===== config.mk =====
export PLATFORM = sky130hd
export DESIGN_NAME = wdat_top
export DESIGN_NICKNAME = d
export VERILOG_FILES = /design/src/wdat_top.v /design/src/wdat_trap_cmp.v
export VERILOG_INCLUDE_DIRS = /design/src
export SDC_FILE = /design/constraint.sdc
export NUM_CORES = 1
export LEC_CHECK = 0
export BUFFER_PORTS_ARGS = -buffer_cell sky130_fd_sc_hd__buf_2
export CAP_MARGIN = 20
export CORE_ASPECT_RATIO = 1.5
export CORE_MARGIN = 4
export CORE_UTILIZATION = 53
export CTS_CLUSTER_SIZE = 12
export DETAILED_ROUTE_END_ITERATION = 8
export PLACE_DENSITY = 0.77
export RECOVER_POWER = 100
export SLEW_MARGIN = 10
export SYNTH_ARGS = -nofsm -noshare
export SYNTH_HDL_FRONTEND = slang
export SYNTH_SLANG_ARGS = --single-unit

===== constraint.sdc =====
create_clock -name ref_clk -period 4.7 [get_ports ref_clk]
set_clock_uncertainty 0.15 [all_clocks]
set_input_delay 0.94 -clock ref_clk [delete_from_list [all_inputs] [get_ports ref_clk]]
set_output_delay 0.94 -clock ref_clk [all_outputs]
set_load 0.02 [all_outputs]

===== src/wdat_map.vh =====
/*
 * Register offsets, field positions, reset values, command codes and
 * timing counts for the watchdog with fetch-address trap.
 * Assumes a 32-bit APB slave decoding byte addresses.
 */
`ifndef WDAT_MAP_VH
`define WDAT_MAP_VH

// ----------------------------------------------------------------------
// Register byte offsets
// ----------------------------------------------------------------------
`define WDAT_OFF_CTRL     12'h000
`define WDAT_OFF_CMD      12'h004
`define WDAT_OFF_STAT     12'h008
`define WDAT_OFF_AREA     12'h00c

// ----------------------------------------------------------------------
// Control register fields
// ----------------------------------------------------------------------
`define WDAT_CTRL_OUT     0
`define WDAT_CTRL_TT_LO   1
`define WDAT_CTRL_TT_HI   2
`define WDAT_CTRL_EN      3
`define WDAT_CTRL_TRAP_ACTION_SELECT   4
`define WDAT_CTRL_RAM_TRAP_SELECT    5
`define WDAT_CTRL_RESET   8'h39

// ----------------------------------------------------------------------
// Command codes
// ----------------------------------------------------------------------
`define WDAT_CODE_TRAPSEL 8'hd2
`define WDAT_CODE_CLEAR   8'h4e
`define WDAT_CODE_DISABLE 8'hb1

// ----------------------------------------------------------------------
// Timing
// ----------------------------------------------------------------------
`define WDAT_CLK_HZ       20000000
`define WDAT_RST_FC_PER   24
`define WDAT_RST_CYC      ((`WDAT_RST_FC_PER * 1) > 0 ? `WDAT_RST_FC_PER : 1)

`endif


===== src/wdat_top.v =====
/*
 * Watchdog timer with fetch-address trap, behind an APB slave.
 * Assumes the CPU presents fetch addresses with a one-cycle strobe and
 * that all inputs are synchronous to ref_clk.
 */
// Decided for this implementation: the register offsets and the APB interface to the registers.
// What the document requires
// Software disables via clear, enable-off, disable code
// Counters held zero while disabled
// Command write-only; D2H, 4EH, B1H decoded
// Overflow action 0 raises watchdog interrupt
// Watchdog interrupt ignores interrupt master flag
// New watchdog interrupt preempts; earlier held pending
// Software loads stack pointer before interrupt mode
// Overflow action 1 issues watchdog reset
// Watchdog reset lasts at most 24 periods; here an overflow or trap while it stands reloads the count for 24 more
// Low-speed mode reset restarts oscillator, same bound
// Trap controls share the watchdog control registers
// RAM trap select applies only after D2H
// Register and buffer area fetches always trap
// Trap action 0 raises trap interrupt
// Trap action 1 raises trap reset
// Trap interrupt ignores interrupt master flag
// New trap interrupt preempts; earlier held pending
// Trap reset lasts at most 24 periods; here a trap or overflow while it stands reloads the count for 24 more
// Software sets stack pointer before trap interrupts
// Overflow action cannot return to 1
// Disable code honoured only with enable 0
// Enable bit resets to 1
// Software clears within 3/4 detection time
// Only instruction fetches are compared
`timescale 1ns/1ps
`include "wdat_map.vh"

module wdat_top #(
    parameter        AW       = 16,
    parameter        PRE_W    = 17,
    parameter [15:0] SFR_LO   = 16'h0000,
    parameter [15:0] SFR_HI   = 16'h003f,
    parameter [15:0] RAM_LO   = 16'h0040,
    parameter [15:0] RAM_HI   = 16'h043f,
    parameter [15:0] DBR_LO   = 16'h0f80,
    parameter [15:0] DBR_HI   = 16'h0fff
) (
    input  wire          ref_clk,
    input  wire          rst,
    input  wire          ce,
    input  wire          psel,
    input  wire          penable,
    input  wire          pwrite,
    input  wire [11:0]   paddr,
    input  wire [31:0]   pwdata,
    output reg  [31:0]   prdata,
    output reg           pready,
    output reg           pslverr,
    input  wire          fetch_valid,
    input  wire [AW-1:0] fetch_addr,
    input  wire          low_speed_mode_one,
    input  wire          irq_ack,
    output reg           watchdog_irq,
    output reg           fetch_trap_irq,
    output reg           hw_reset_req,
    output reg           osc_restart
);

    // ------------------------------------------------------------------
    // Registers
    // ------------------------------------------------------------------
    reg             en_r;          // watchdog enable
    reg             out_r;         // overflow action select
    reg  [1:0]      tt_r;          // detection time select
    reg             trap_action_select_r;       // trap action select
    reg             ram_trap_select_wr_r;     // ram trap select, as written
    reg             ram_trap_select_r;        // ram trap select, in effect
    reg  [PRE_W-1:0] pre_r;        // prescaler, not cleared by the clear code
    reg  [1:0]      bin_r;         // two-stage binary counter
    reg  [4:0]      rst_cnt_r;
    reg  [7:0]      wd_pend_r;     // pending nest depth, watchdog
    reg  [7:0]      at_pend_r;     // pending nest depth, trap
    reg             ovf_seen_r;
    reg             trap_seen_r;
    reg             apb_done_r;
    reg             pend_en_r;     // enable as last written
    wire            hit_sfr;
    wire            hit_ram;
    wire            hit_dbr;
    wire            fetch_ok;
    wire            setup;
    wire            wr;
    wire            tick;
    wire            ovf;
    wire            trap;
    wire [7:0]      wcode;

    // ------------------------------------------------------------------
    // APB decode
    // ------------------------------------------------------------------
    // One wait state: pready rises in the second access cycle
    assign setup = psel && penable && !apb_done_r;
    assign wr    = setup && pwrite;
    assign wcode = pwdata[7:0];

    // Prescaler tap: larger select value means a shorter detection time
    // Each select step shifts the tap by two bits, a quarter of the time
    assign tick = en_r && (pre_r == ({PRE_W{1'b1}} >> {tt_r, 1'b0}));
    assign ovf  = tick && (bin_r == 2'b11);

    // ------------------------------------------------------------------
    // Area comparators
    // ------------------------------------------------------------------
    // Only the fetch strobe qualifies a compare; data cycles never trap
    assign fetch_ok = fetch_valid;

    wdat_trap_cmp #(.AW(AW)) u_sfr (
        .ref_clk (ref_clk),
        .rst     (rst),
        .ce      (ce),
        .on      (fetch_ok),
        .addr    (fetch_addr),
        .lo      (SFR_LO[AW-1:0]),
        .hi      (SFR_HI[AW-1:0]),
        .hit_r   (hit_sfr)
    );

    wdat_trap_cmp #(.AW(AW)) u_dbr (
        .ref_clk (ref_clk),
        .rst     (rst),
        .ce      (ce),
        .on      (fetch_ok),
        .addr    (fetch_addr),
        .lo      (DBR_LO[AW-1:0]),
        .hi      (DBR_HI[AW-1:0]),
        .hit_r   (hit_dbr)
    );

    wdat_trap_cmp #(.AW(AW)) u_ram (
        .ref_clk (ref_clk),
        .rst     (rst),
        .ce      (ce),
        .on      (fetch_ok && ram_trap_select_r),
        .addr    (fetch_addr),
        .lo      (RAM_LO[AW-1:0]),
        .hi      (RAM_HI[AW-1:0]),
        .hit_r   (hit_ram)
    );

    // Register and buffer areas trap regardless of the RAM select
    assign trap = hit_sfr || hit_dbr || hit_ram;

    // ------------------------------------------------------------------
    // Control and command registers
    // ------------------------------------------------------------------
    // Control and trap bits share one register word
    always @(posedge ref_clk or posedge rst) begin
        if (rst) begin
            en_r      <= 1'b1;
            out_r     <= 1'b1;
            tt_r      <= 2'b00;
            trap_action_select_r   <= 1'b1;
            ram_trap_select_wr_r <= 1'b1;
            ram_trap_select_r    <= 1'b1;
        end else if (ce) begin
            if (wr && paddr == `WDAT_OFF_CTRL) begin
                tt_r      <= pwdata[`WDAT_CTRL_TT_HI:`WDAT_CTRL_TT_LO];
                out_r     <= out_r & pwdata[`WDAT_CTRL_OUT];
                trap_action_select_r   <= pwdata[`WDAT_CTRL_TRAP_ACTION_SELECT];
                ram_trap_select_wr_r <= pwdata[`WDAT_CTRL_RAM_TRAP_SELECT];
                // Clearing the enable takes effect only with the disable code
                if (pwdata[`WDAT_CTRL_EN]) begin
                    en_r <= 1'b1;
                end
            end
            if (wr && paddr == `WDAT_OFF_CMD) begin
                case (wcode)
                    `WDAT_CODE_TRAPSEL: ram_trap_select_r <= ram_trap_select_wr_r;
                    `WDAT_CODE_DISABLE: begin
                        if (!pend_en_r) begin
                            en_r <= 1'b0;
                        end
                    end
                    default: ;
                endcase
            end
        end
    end

    // Written enable value waits for the disable code
    always @(posedge ref_clk or posedge rst) begin
        if (rst) begin
            pend_en_r <= 1'b1;
        end else if (ce && wr && paddr == `WDAT_OFF_CTRL) begin
            pend_en_r <= pwdata[`WDAT_CTRL_EN];
        end
    end

    // ------------------------------------------------------------------
    // Counters
    // ------------------------------------------------------------------
    // Clear code resets only the binary stage, so overflow may come at 3/4
    always @(posedge ref_clk or posedge rst) begin
        if (rst) begin
            pre_r <= {PRE_W{1'b0}};
            bin_r <= 2'b00;
        end else if (ce) begin
            if (!en_r) begin
                pre_r <= {PRE_W{1'b0}};
                bin_r <= 2'b00;
            end else begin
                pre_r <= tick ? {PRE_W{1'b0}} : pre_r + 1'b1;
                if (wr && paddr == `WDAT_OFF_CMD && wcode == `WDAT_CODE_CLEAR) begin
                    bin_r <= 2'b00;
                end else if (tick) begin
                    bin_r <= bin_r + 2'b01;
                end
            end
        end
    end

    // ------------------------------------------------------------------
    // Interrupts and reset requests
    // ------------------------------------------------------------------
    // Non-maskable: no master-flag input gates these. Each new event is
    // presented at once; a depth count holds the preempted ones pending.
    always @(posedge ref_clk or posedge rst) begin
        if (rst) begin
            watchdog_irq   <= 1'b0;
            fetch_trap_irq <= 1'b0;
            wd_pend_r      <= 8'h00;
            at_pend_r      <= 8'h00;
            ovf_seen_r     <= 1'b0;
            trap_seen_r    <= 1'b0;
        end else if (ce) begin
            ovf_seen_r  <= ovf;
            trap_seen_r <= trap;
            watchdog_irq   <= ovf && !out_r;
            fetch_trap_irq <= trap && !trap_action_select_r;
            if (ovf && !out_r && !(irq_ack && wd_pend_r != 8'h00)) begin
                wd_pend_r <= wd_pend_r + 8'h01;
            end else if (irq_ack && wd_pend_r != 8'h00 && !(ovf && !out_r)) begin
                wd_pend_r <= wd_pend_r - 8'h01;
            end
            if (trap && !trap_action_select_r && !(irq_ack && at_pend_r != 8'h00)) begin
                at_pend_r <= at_pend_r + 8'h01;
            end else if (irq_ack && at_pend_r != 8'h00 && !(trap && !trap_action_select_r)) begin
                at_pend_r <= at_pend_r - 8'h01;
            end
        end
    end

    // Reset pulse: 24 cycles, reloaded by an overflow with out_r set or a trap with trap action 1 that comes while it stands
    always @(posedge ref_clk or posedge rst) begin
        if (rst) begin
            rst_cnt_r    <= 5'd0;
            hw_reset_req <= 1'b0;
            osc_restart  <= 1'b0;
        end else if (ce) begin
            if ((ovf && out_r) || (trap && trap_action_select_r)) begin
                rst_cnt_r    <= 5'd23;
                hw_reset_req <= 1'b1;
                osc_restart  <= low_speed_mode_one;
            end else if (rst_cnt_r != 5'd0) begin
                rst_cnt_r <= rst_cnt_r - 5'd1;
            end else begin
                hw_reset_req <= 1'b0;
                osc_restart  <= 1'b0;
            end
        end
    end

    // ------------------------------------------------------------------
    // APB answer
    // ------------------------------------------------------------------
    // Control and command are write-only and read zero
    always @(posedge ref_clk or posedge rst) begin
        if (rst) begin
            pready     <= 1'b0;
            pslverr    <= 1'b0;
            prdata     <= 32'h0000_0000;
            apb_done_r <= 1'b0;
        end else if (ce) begin
            pready     <= setup;
            apb_done_r <= setup;
            pslverr    <= 1'b0;
            prdata     <= 32'h0000_0000;
            if (setup) begin
                case (paddr)
                    `WDAT_OFF_CTRL: ;
                    `WDAT_OFF_CMD:  ;
                    `WDAT_OFF_STAT: prdata <= {22'h0, hw_reset_req, wd_pend_r != 8'h00,
                                               at_pend_r != 8'h00, ram_trap_select_r, en_r, out_r,
                                               bin_r, tt_r};
                    `WDAT_OFF_AREA: prdata <= {16'h0, SFR_HI};
                    default:        pslverr <= 1'b1;
                endcase
            end
            if (!psel) begin
                apb_done_r <= 1'b0;
            end
        end
    end

endmodule // wdat_top


===== src/wdat_trap_cmp.v =====
/*
 * Fetch-address window compare: flags a fetch whose address lies
 * inside [lo, hi]. Assumes inclusive bounds and synchronous inputs.
 */
`timescale 1ns/1ps

module wdat_trap_cmp #(
    parameter AW = 16
) (
    input  wire          ref_clk,
    input  wire          rst,
    input  wire          ce,
    input  wire          on,
    input  wire [AW-1:0] addr,
    input  wire [AW-1:0] lo,
    input  wire [AW-1:0] hi,
    output reg           hit_r
);

    // Registered hit keeps the compare off the fetch path
    always @(posedge ref_clk or posedge rst) begin
        if (rst) begin
            hit_r <= 1'b0;
        end else if (ce) begin
            hit_r <= on && (addr >= lo) && (addr <= hi);
        end
    end

endmodule // wdat_trap_cmp

# --- Word-level counts from Yosys, hierarchy flattened ---
# Index checks and enable logic that the tools add are counted.
totals:
  wordCells: 124
  ff_bits: 90
  out_inout_bits: 38
  latch_bits: 0
  ramBits: 0
  romBits: 0
  n_memories: 0
op_classes:
  muxes: 24
  n_bitwise: 1
  n_lt_le_gt_ge: 6
  n_addsub: 7
  multipliers: 0
  shift: 1
  n_eq_ne: 10
  n_div: 0
  reduce_logical: 52
ops:
  columns: ["operator", "n"]
  rows:
  - ["$mux W17", 2]
  - ["$mux W8", 4]
  - ["$logic_and A1 B1 Y1", 27]
  - ["$eq A12 B4 Y1 const B", 2]
  - ["$pmux W10 S2", 1]
  - ["$add A17 B1 Y17 const B", 1]
  - ["$eq A17 B17 Y1", 1]
  - ["$shr A17 B3 Y17 const A", 1]
  - ["$add A8 B1 Y8 const B", 2]
  - ["$eq A8 B8 Y1 const B", 2]
  - ["$ge A16 B1 Y1 const B", 1]
  - ["$ge A16 B12 Y1 const B", 1]
  - ["$ge A16 B7 Y1 const B", 1]
  - ["$le A16 B11 Y1 const B", 1]
  - ["$le A16 B12 Y1 const B", 1]
  - ["$le A16 B6 Y1 const B", 1]
  - ["$reduce_bool A8 Y1", 2]
  - ["$sub A8 B1 Y8 const B", 2]
  - ["$eq A12 B3 Y1 const B", 1]
  - ["$logic_not A12 Y1", 1]
  - ["$reduce_and A2 Y1", 6]
  - ["$mux W1", 11]
  - ["$mux W10", 1]
  - ["$mux W5", 2]
  - ["14 further kinds", 26]

# --- Logic depth before layout (Yosys ltp) ---
# Gate-level depths: netlist (run 1).
depth:
  ltp_word: 9
  depth_mapped: 13
  depth_no_buf: 12

# --- Hierarchy ---
# From an unflattened synthesis (run 1), not the netlist that was laid out.
unflattened:
  cells_unflattened: 754
  hier_area_um2: 6526.3
by_module_without_submodules:
  columns: ["mod", "cells_each", "area_per_inst_um2", "n_inst"]
  rows:
  - ["wdat_top", 412, 4037.6, 1]
  - ["wdat_trap_cmp", 114, 829.5, 3]

# --- Worst setup path before layout (run 1) ---
# OpenSTA, ideal clock, no wires.
synth_path:
  kind: "register to register"
  start: "register pre_r[11]"
  end: "register wd_pend_r[6]"
  setup_time_ns: 0.131
  n_path_buf: 1
  stages_incl_launch_ff: 14
  slack_ns: 1.200
  t_arrival_ns: 3.219
  synth_period_minus_slack_ns: 3.500
  cell_sequence: "dfrtp_1 nor3b_1 o211ai_1 a2111o_1 buf_6 nor3_1 ha_1 inv_1 fa_1 a21o_1 a21o_1 a21oi_1 nor4b_1 or3_1"
synth_via:
  elab_chain_cells: 8
  word_cells_on_any_way: 10
  classes_between: "1 x eq/ne; 1 x mux; 8 x reduce/logical"
synth_lines:
  columns: ["item", "line_no", "text"]
  rows:
  - ["start, declared", "wdat_top.v:75", "reg [PRE_W-1:0] pre_r;"]
  - ["start signal, assigned", "wdat_top.v:202", "pre_r <= {PRE_W{1'b0}};"]
  - ["start signal, assigned", "wdat_top.v:206", "pre_r <= {PRE_W{1'b0}};"]
  - ["start signal, assigned", "wdat_top.v:209", "pre_r <= tick ? {PRE_W{1'b0}} : pre_r + 1'b1;"]
  - ["$eq A17 B17 Y1 *", "wdat_top.v:105", "assign tick = en_r && (pre_r == ({PRE_W{1'b1}} >> {tt_r, 1'b0}));"]
  - ["$logic_and A1 B1 Y1 *", "wdat_top.v:105", null]
  - ["$logic_and A1 B1 Y1 *", "wdat_top.v:106", "assign ovf = tick && (bin_r == 2'b11);"]
  - ["$logic_and A1 B1 Y1 *", "wdat_top.v:237, wdat_top.v:239", null]
  - ["$logic_not A1 Y1", "wdat_top.v:239", "end else if (irq_ack && wd_pend_r != 8'h00 && !(ovf && !out_r)) begin"]
  - ["$logic_and A1 B1 Y1", "wdat_top.v:239", null]
  - ["$reduce_bool A2 Y1 (no source line)", null, null]
  - ["$reduce_and A2 Y1 (no source line)", null, null]
  - ["end signal, assigned", "wdat_top.v:238", "wd_pend_r <= wd_pend_r + 8'h01;"]
  - ["end signal, assigned", "wdat_top.v:240", "wd_pend_r <= wd_pend_r - 8'h01;"]
  - ["end, declared", "wdat_top.v:78", "reg [7:0] wd_pend_r;"]
# Every way passes the cells marked *; elsewhere a longest branch is shown, timed or not.
# A chain may end at the register's enable or synchronous reset.

# --- Worst setup path after layout (run 1) ---
# Same ends and word-level chain as after synthesis.

==> results of run 1 <==
-- cell families (layout without fill, tap and decap cells) --
family | after synthesis | in the layout | synth area share
adder cells (fa/ha/maj) | 20 | 20 | 0.0657
AO/OA/AOI/OAI | 90 | 90 | 0.159
buffers and inverters | 59 | 97 | 0.0778
flip-flops | 68 | 68 | 0.423
multiplexers | 13 | 13 | 0.0350
AND/OR/NAND/NOR | 138 | 138 | 0.191
XOR/XNOR | 22 | 22 | 0.0477
other | 1 | 22 | 0.000929
-- how the worst min path moves through the flow --
| stage | end | slack (ps) |
|---|---|---|
| 2_1_floorplan | pend_en_r$_DFFE_PP1P_ | 310 |
| 3_3_place_gp | osc_restart$_DFFE_PP0P_ | 320 |
| 3_5_place_dp | pslverr$_DFFE_PP0P_ | 320 |
| 4_1_cts | pslverr$_DFFE_PP0P_ | 350 |
| 5_1_grt | out_r$_DFFE_PP1P_ | 370 |
| 6_report | u_ram.hit_r$_DFFE_PP0P_ | 340 |
-- metal layers --
layer | global-route usage | vias up | part of all wire
met2 | 0.373 | 73 | 0.55
li1 | - | 1570 | -
met1 | 0.239 | 1596 | 0.40
met4 | 0.0757 | 0 | 0.014
met5 | 0 | - | 0
met3 | 0.0337 | 11 | 0.036
-- synth_stat cells, drive strengths merged (3+ instances only) --
cell type,instances,area [um2]
a31oi,4,25.0
clkbuf,9,33.8
o211ai,3,22.5
o21ai,27,135
a21oi,12,63.8
nor2,19,73.8
xor2,11,96.3
a22o,5,43.8
dfrtp,62,1550
inv,23,86.3
or2,3,18.8
ha,18,225
nor4b,4,35.0
nand3,10,50.1
dfstp,6,158
a21o,3,22.5
o2bb2ai,3,26.3
nor4,11,68.8
mux2,9,101
nand2b,8,50.1
mux2i,4,40.0
nand2,33,124
a32o,3,30.0
xnor2,11,96.3
o31ai,5,37.5
nand4,11,68.8
and4,3,26.3
and3,3,18.8
buf,26,190
or4b,3,30.0
a21boi,3,22.5
nor3b,5,37.5
nor2b,4,25.0
nor3,10,50.1
a221o,6,60.1
-- worst register-to-register path, stage by stage, from the launching register on --
cell	delay, ps
dfrtp_1	450
nor3b_1	240
o211ai_1	160
a2111o_1	590
nor3_1	370
ha_1	230
inv_1	160
fa_1	450
a21o_1	180
a21o_1	200
a21oi_1	170
nor4b_1	60
or3_1	390
-- flip-flops by register name, indices dropped and copies added (netlist names), 2 cells and up --
name       flops
pre_r         17
prdata        10
at_pend_r      8
wd_pend_r      8
rst_cnt_r      5
bin_r          2
tt_r           2
-- power by group through the flow --
stage	registers [mW]	clock network [mW]	logic (mW)
final	0.745	0.421	0.405
after global routing	0.757	0.459	0.457
after CTS	0.742	0.431	0.406
after detailed placement	0.751	0	0.404
after global placement	0.745	0	0.391
after floorplan	0.732	0	0.340
-- final cells by class --
type	count	share of cell area
sequential	68	0.387
tap	100	0.0283
clock inverter	2	0.00226
inverter	24	0.0204
multi-input combinational	305	0.469
clock buffer	14	0.0345
timing repair buffer	57	0.0589
-- stage by stage --
stage          hold slack [ps]  instance area (um2)  power, mW
2_1_floorplan              311                 4120       1.07
6_report                   343                 4420       1.57
3_5_place_dp               320                 4300       1.15
4_1_cts                    347                 4470       1.58
5_1_grt                    368                 4420       1.67
3_3_place_gp               323                 4300       1.14
==> flow_metrics.env, run 1 <==
export IMPL_yosys_warnings=0
export IMPL_pre_cts_slack_ps=718
export IMPL_grt_pass1_wl_um=14800
export IMPL_grt_overflow_total=0
export IMPL_setup_ws_ps=770
export IMPL_layout_drive_gt1_share=0.149
export IMPL_setup_violations=0
export IMPL_ys_flop_type="dfrtp_1"
export IMPL_r2r_slack_ps=770
export IMPL_nets=554
export IMPL_cp_required_ps=4780
export IMPL_cts_root_buf="clkbuf_8"
export IMPL_cts_made_buffers=9
export IMPL_insertion_delay_ps=350
export IMPL_seq_power_share=0.474
export IMPL_cpPeakStageDelay_ps=590
export IMPL_async_flop_share=1.00
export IMPL_cts_buffer_depth=2
export IMPL_setup_tns_final_ps=0
export IMPL_layoutNonFillerInstCount=570
export IMPL_cts_setup_buffers=0
export IMPL_critPathSlowestCell="a2111o_1"
export IMPL_worst_r2r_cell_count=12
export IMPL_cts_tree="done"
export IMPL_worst_pin_slew_ps=2090
export IMPL_critPathMaxFanout=10
export IMPL_timing_rr_start="pre_r[11]$_DFFE_PP0P_"
export IMPL_grt_max_degree=48
export IMPL_ant_nets=0
export IMPL_synth_edf_count=0
export IMPL_antenna_found_initial=0
export IMPL_arrival_ps=4010
export IMPL_max_slew_margin_rel=-0.391
export IMPL_status="finished, violations left"
export IMPL_post_route_util=0.604
export IMPL_dr_pass1_iters=4
export IMPL_endpoint_kind="flop"
export IMPL_fp_dieW_um=79.3
export IMPL_placed_cells_incl_taps=553
export IMPL_cts_resized=0
export IMPL_powerDensity_nw_per_um2=355
export IMPL_worstSetupPathType="reg -> reg"
export IMPL_yosysUniqueCellTypes=63
export IMPL_period_needed_ps=3930
export IMPL_violations="capacitance limit, slew limit"
export IMPL_dieArea_um2=9110
export IMPL_critPathTopFamily="compound AO/OA/AOI/OAI gates"
export IMPL_final_common_cell="dfrtp_1"
export IMPL_viasPerCell=5.70
export IMPL_routabilityCongestion=0.846
export IMPL_combPwrFrac=0.258
export IMPL_seq_area_frac_synth=0.423
export IMPL_maxCapViolCount=2
export IMPL_multiInputGateArea_um2=2070
export IMPL_register_area_um2=1710
export IMPL_ctsHoldBuffers=0
export IMPL_grt_pass1_vias=3240
export IMPL_areaGrowthSynthToFinish_pct=9.51
export IMPL_rsz0062_at_grt="no"
export IMPL_clock_sinks=68
export IMPL_swShare=0.332
export IMPL_startpoint_type="flop"
export IMPL_hp_class="reg -> reg"
export IMPL_num_rows=38
export IMPL_routed_wl_um=8800
export IMPL_cp_endpoint="wd_pend_r[6]$_DFFE_PP0P_"
export IMPL_fin_crit_sh=0.836
export IMPL_clkPwrFrac=0.268
export IMPL_worstHoldStart="u_ram.hit_r$_DFFE_PP0P_"
export IMPL_startpoint="pre_r[11]$_DFFE_PP0P_"
export IMPL_drc=0
export IMPL_clk_pin_slew_ps=70
export IMPL_maxSlewViolCount=48
export IMPL_cp_cell_sequence="nor3b_1 -> o211ai_1 -> a2111o_1 -> nor3_1 -> ha_1 -> inv_1 -> fa_1 -> a21o_1 -> a21o_1 -> a21oi_1 -> nor4b_1 -> or3_1"
export IMPL_ys_ff_latch=68
export IMPL_intPower_mw=1.05
export IMPL_dp_hpwl_um=6470
export IMPL_irDropWorstVdd_mv=0.252
export IMPL_timing_fmax_ghz=0.254
export IMPL_num_vias=3250
export IMPL_htree_levels=3
export IMPL_grt_usage=0.204
export IMPL_switchingPower_mw=0.522
export IMPL_coreArea_um2=7320
export IMPL_regToRegEndpoint="wd_pend_r[6]$_DFFE_PP0P_"
export IMPL_portBuffers=54
export IMPL_p_leak_nw=2.04
export IMPL_synthCells=411
export IMPL_antenna_cells=0
export IMPL_final_cell_mix="dfrtp_1 (62), buf_2 (37), nand2_1 (33), o21ai_0 (26), clkbuf_1 (24)"
export IMPL_die_y_um=115
export IMPL_cpMostUsedCell="a21o_1"
export IMPL_drt_initial_drc_count=188
export IMPL_avgSynthCellArea_um2=9.82
export IMPL_syn_area_um2=4040
export IMPL_wl_per_cell_um=15.4
export IMPL_critPathBufInv=1
export IMPL_cp_depth=12
export IMPL_start_util=0.551
export IMPL_hold_viol_final=0
export IMPL_io_pins=107
export IMPL_min_path_cells=1
export IMPL_num_fill_cells=686
Power figures use the tool's default switching activity.
==> run 2, diff against run 1 <==
==> constraint.sdc (replaced) <==
create_clock -name ref_clk -period 4 [get_ports ref_clk]
set_clock_uncertainty 0.15 [all_clocks]
set_input_delay 0.8 -clock ref_clk [delete_from_list [all_inputs] [get_ports ref_clk]]
set_output_delay 0.8 -clock ref_clk [all_outputs]
set_load 0.02 [all_outputs]
==> run 2 against run 1 <==
Effect of this change: the flow still finishes with violations (capacitance limit, slew limit); worst hold slack better by 1.9 ps; count of clock-buffer cells in the layout unchanged; largest power group unchanged; sequential power up 17%.
==> flow_metrics.env, run 2 (synthesized netlist as in run 1, its figures left out) <==
export IMPL_violations="capacitance limit, slew limit"
export IMPL_powerDensity_nw_per_um2=429
export IMPL_worst_r2r_cell_count=12
export IMPL_status="finished, violations left"
export IMPL_cts_tree="done"
export IMPL_min_path_cells=1
export IMPL_arrival_ps=3870
export IMPL_grt_pass1_wl_um=14600
export IMPL_endpoint_kind="flop"
export IMPL_wl_per_cell_um=15.3
export IMPL_setup_violations=0
export IMPL_critPathMaxFanout=7
export IMPL_num_vias=3277
export IMPL_cp_required_ps=4080
export IMPL_viasPerCell=5.71
export IMPL_grt_usage=0.205
export IMPL_routed_wl_um=8770
export IMPL_grt_pass1_vias=3255
export IMPL_grt_overflow_total=0
export IMPL_cts_root_buf="clkbuf_8"
export IMPL_grt_busiest_layer="met2"
export IMPL_areaGrowthSynthToFinish_pct=10.4
export IMPL_dieArea_um2=9110
export IMPL_regToRegEndpoint="wd_pend_r[6]$_DFFE_PP0P_"
export IMPL_worst_pin_slew_ps=1930
export IMPL_timing_fmax_ghz=0.264
export IMPL_r2r_slack_ps=210
export IMPL_hp_class="reg -> reg"
export IMPL_register_area_um2=1710
export IMPL_startpoint_type="flop"
export IMPL_irDropWorstVdd_mv=0.276
export IMPL_fin_crit_sh=0.946
export IMPL_final_common_cell="dfrtp_1"
export IMPL_drc=0
export IMPL_cts_made_buffers=9
export IMPL_rsz0062_at_grt="no"
export IMPL_period_needed_ps=3790
export IMPL_worstSetupPathType="reg -> reg"
export IMPL_use_met2=0.371
export IMPL_nets=558
export IMPL_worstHoldStart="u_sfr.hit_r$_DFFE_PP0P_"
export IMPL_io_pins=107
export IMPL_antenna_found_initial=0
export IMPL_routabilityCongestion=0.846
export IMPL_top_register="pre_r"
export IMPL_clock_sinks=68
export IMPL_max_slew_margin_rel=-0.318
export IMPL_maxCapViolCount=1
export IMPL_dp_hpwl_um=6650
export IMPL_num_rows=38
export IMPL_layoutNonFillerInstCount=574
export IMPL_antenna_cells=0
export IMPL_holdPathEnd="u_sfr.hit_r$_DFFE_PP0P_"
export IMPL_htree_levels=3
export IMPL_largest_reg_flops=17
export IMPL_multiInputGateArea_um2=2070
export IMPL_grt_max_degree=29
export IMPL_setup_tns_final_ps=0
export IMPL_die_y_um=115
export IMPL_num_fill_cells=663
export IMPL_timing_rr_start="pre_r[11]$_DFFE_PP0P_"
export IMPL_start_util=0.551
export IMPL_largestRegisters="pre_r x17, prdata x10"
export IMPL_hold_viol_final=0
export IMPL_dr_pass1_iters=4
export IMPL_drt_initial_drc_count=172
export IMPL_clk_pin_slew_ps=70
export IMPL_final_cell_mix="dfrtp_1 (62), buf_2 (37), nand2_1 (33), o21ai_0 (27), clkbuf_1 (27)"
export IMPL_met1_usage=0.226
export IMPL_placed_cells_incl_taps=558
export IMPL_maxSlewViolCount=8
export IMPL_p_leak_nw=2.06
export IMPL_fp_dieW_um=79.3
export IMPL_coreArea_um2=7320
export IMPL_insertion_delay_ps=350
export IMPL_cts_buffer_depth=2
export IMPL_ant_nets=0
export IMPL_portBuffers=54
export IMPL_grtUsageMet3=0.0525
export IMPL_layout_drive_gt1_share=0.146
-- run 2: stage by stage --
step	instance area, um2	hold slack (ps)	util	total power [mW]	setup WS (ps)
2_1_floorplan	4120	311	-	1.26	500
3_3_place_gp	4340	323	0.593	1.33	291
3_5_place_dp	4340	318	0.593	1.36	190
4_1_cts	4530	349	0.618	1.92	185
5_1_grt	4460	376	0.609	2.03	59.9
6_report	4460	345	0.609	1.91	214
-- run 2: final cells by class --
class                   instances  area share
multi-input cells             305       0.464
flip-flops and latches         68       0.383
repair buffers                 61      0.0626
clock buffers                  14      0.0342
well taps                     100      0.0281
inverters                      24      0.0202
clock inverters                 2     0.00786
-- run 2: worst max-delay path, stage by stage (launching register included) --
cell and delay [ps]:
dfrtp_1 450, nor3b_1 260, o211ai_1 180, a2111o_1 450, nor3_1 380, ha_1 250, inv_1 130, fa_1 430
a21o_1 180, a21o_1 200, a21oi_1 180, nor4b_1 70, or3_1 370
-- run 2: how the worst max path moves through the flow --
stage	endpoint	start
after global placement	wd_pend_r[6]$_DFFE_PP0P_	pre_r[11]$_DFFE_PP0P_
after CTS	wd_pend_r[6]$_DFFE_PP0P_	pre_r[11]$_DFFE_PP0P_
after global routing	wd_pend_r[7]$_DFFE_PP0P_	pre_r[11]$_DFFE_PP0P_
after detailed placement	wd_pend_r[6]$_DFFE_PP0P_	pre_r[11]$_DFFE_PP0P_
after floorplan	wd_pend_r[6]$_DFFE_PP0P_	pre_r[11]$_DFFE_PP0P_
final	wd_pend_r[6]$_DFFE_PP0P_	pre_r[11]$_DFFE_PP0P_
-- run 2: what timing repair did --
item | CTS | global route
hold buffers | 0 | 0
setup endpoints to repair | 0 | 1
endpoints found under the hold margin | 0 | 0
setup buffers | 0 | 0
resized for setup | 0 | 1
-- run 2: routing by layer --
| metal | wire [um] | up-vias | part of all wire |
|---|---|---|---|
| met1 | 3380 | 1606 | 0.39 |
| li1 | - | 1581 | - |
| met2 | 4820 | 72 | 0.55 |
| met5 | 0 | - | 0 |
| met4 | 208 | 0 | 0.024 |
| met3 | 361 | 18 | 0.041 |
-- run 2: power by group --
part           leakage [nW]  total (mW)  switching [mW]  internal [mW]
Sequential            0.876       0.871          0.0933          0.777
Combinational          1.09       0.476           0.261          0.215
Clock                0.0947       0.565           0.260          0.305
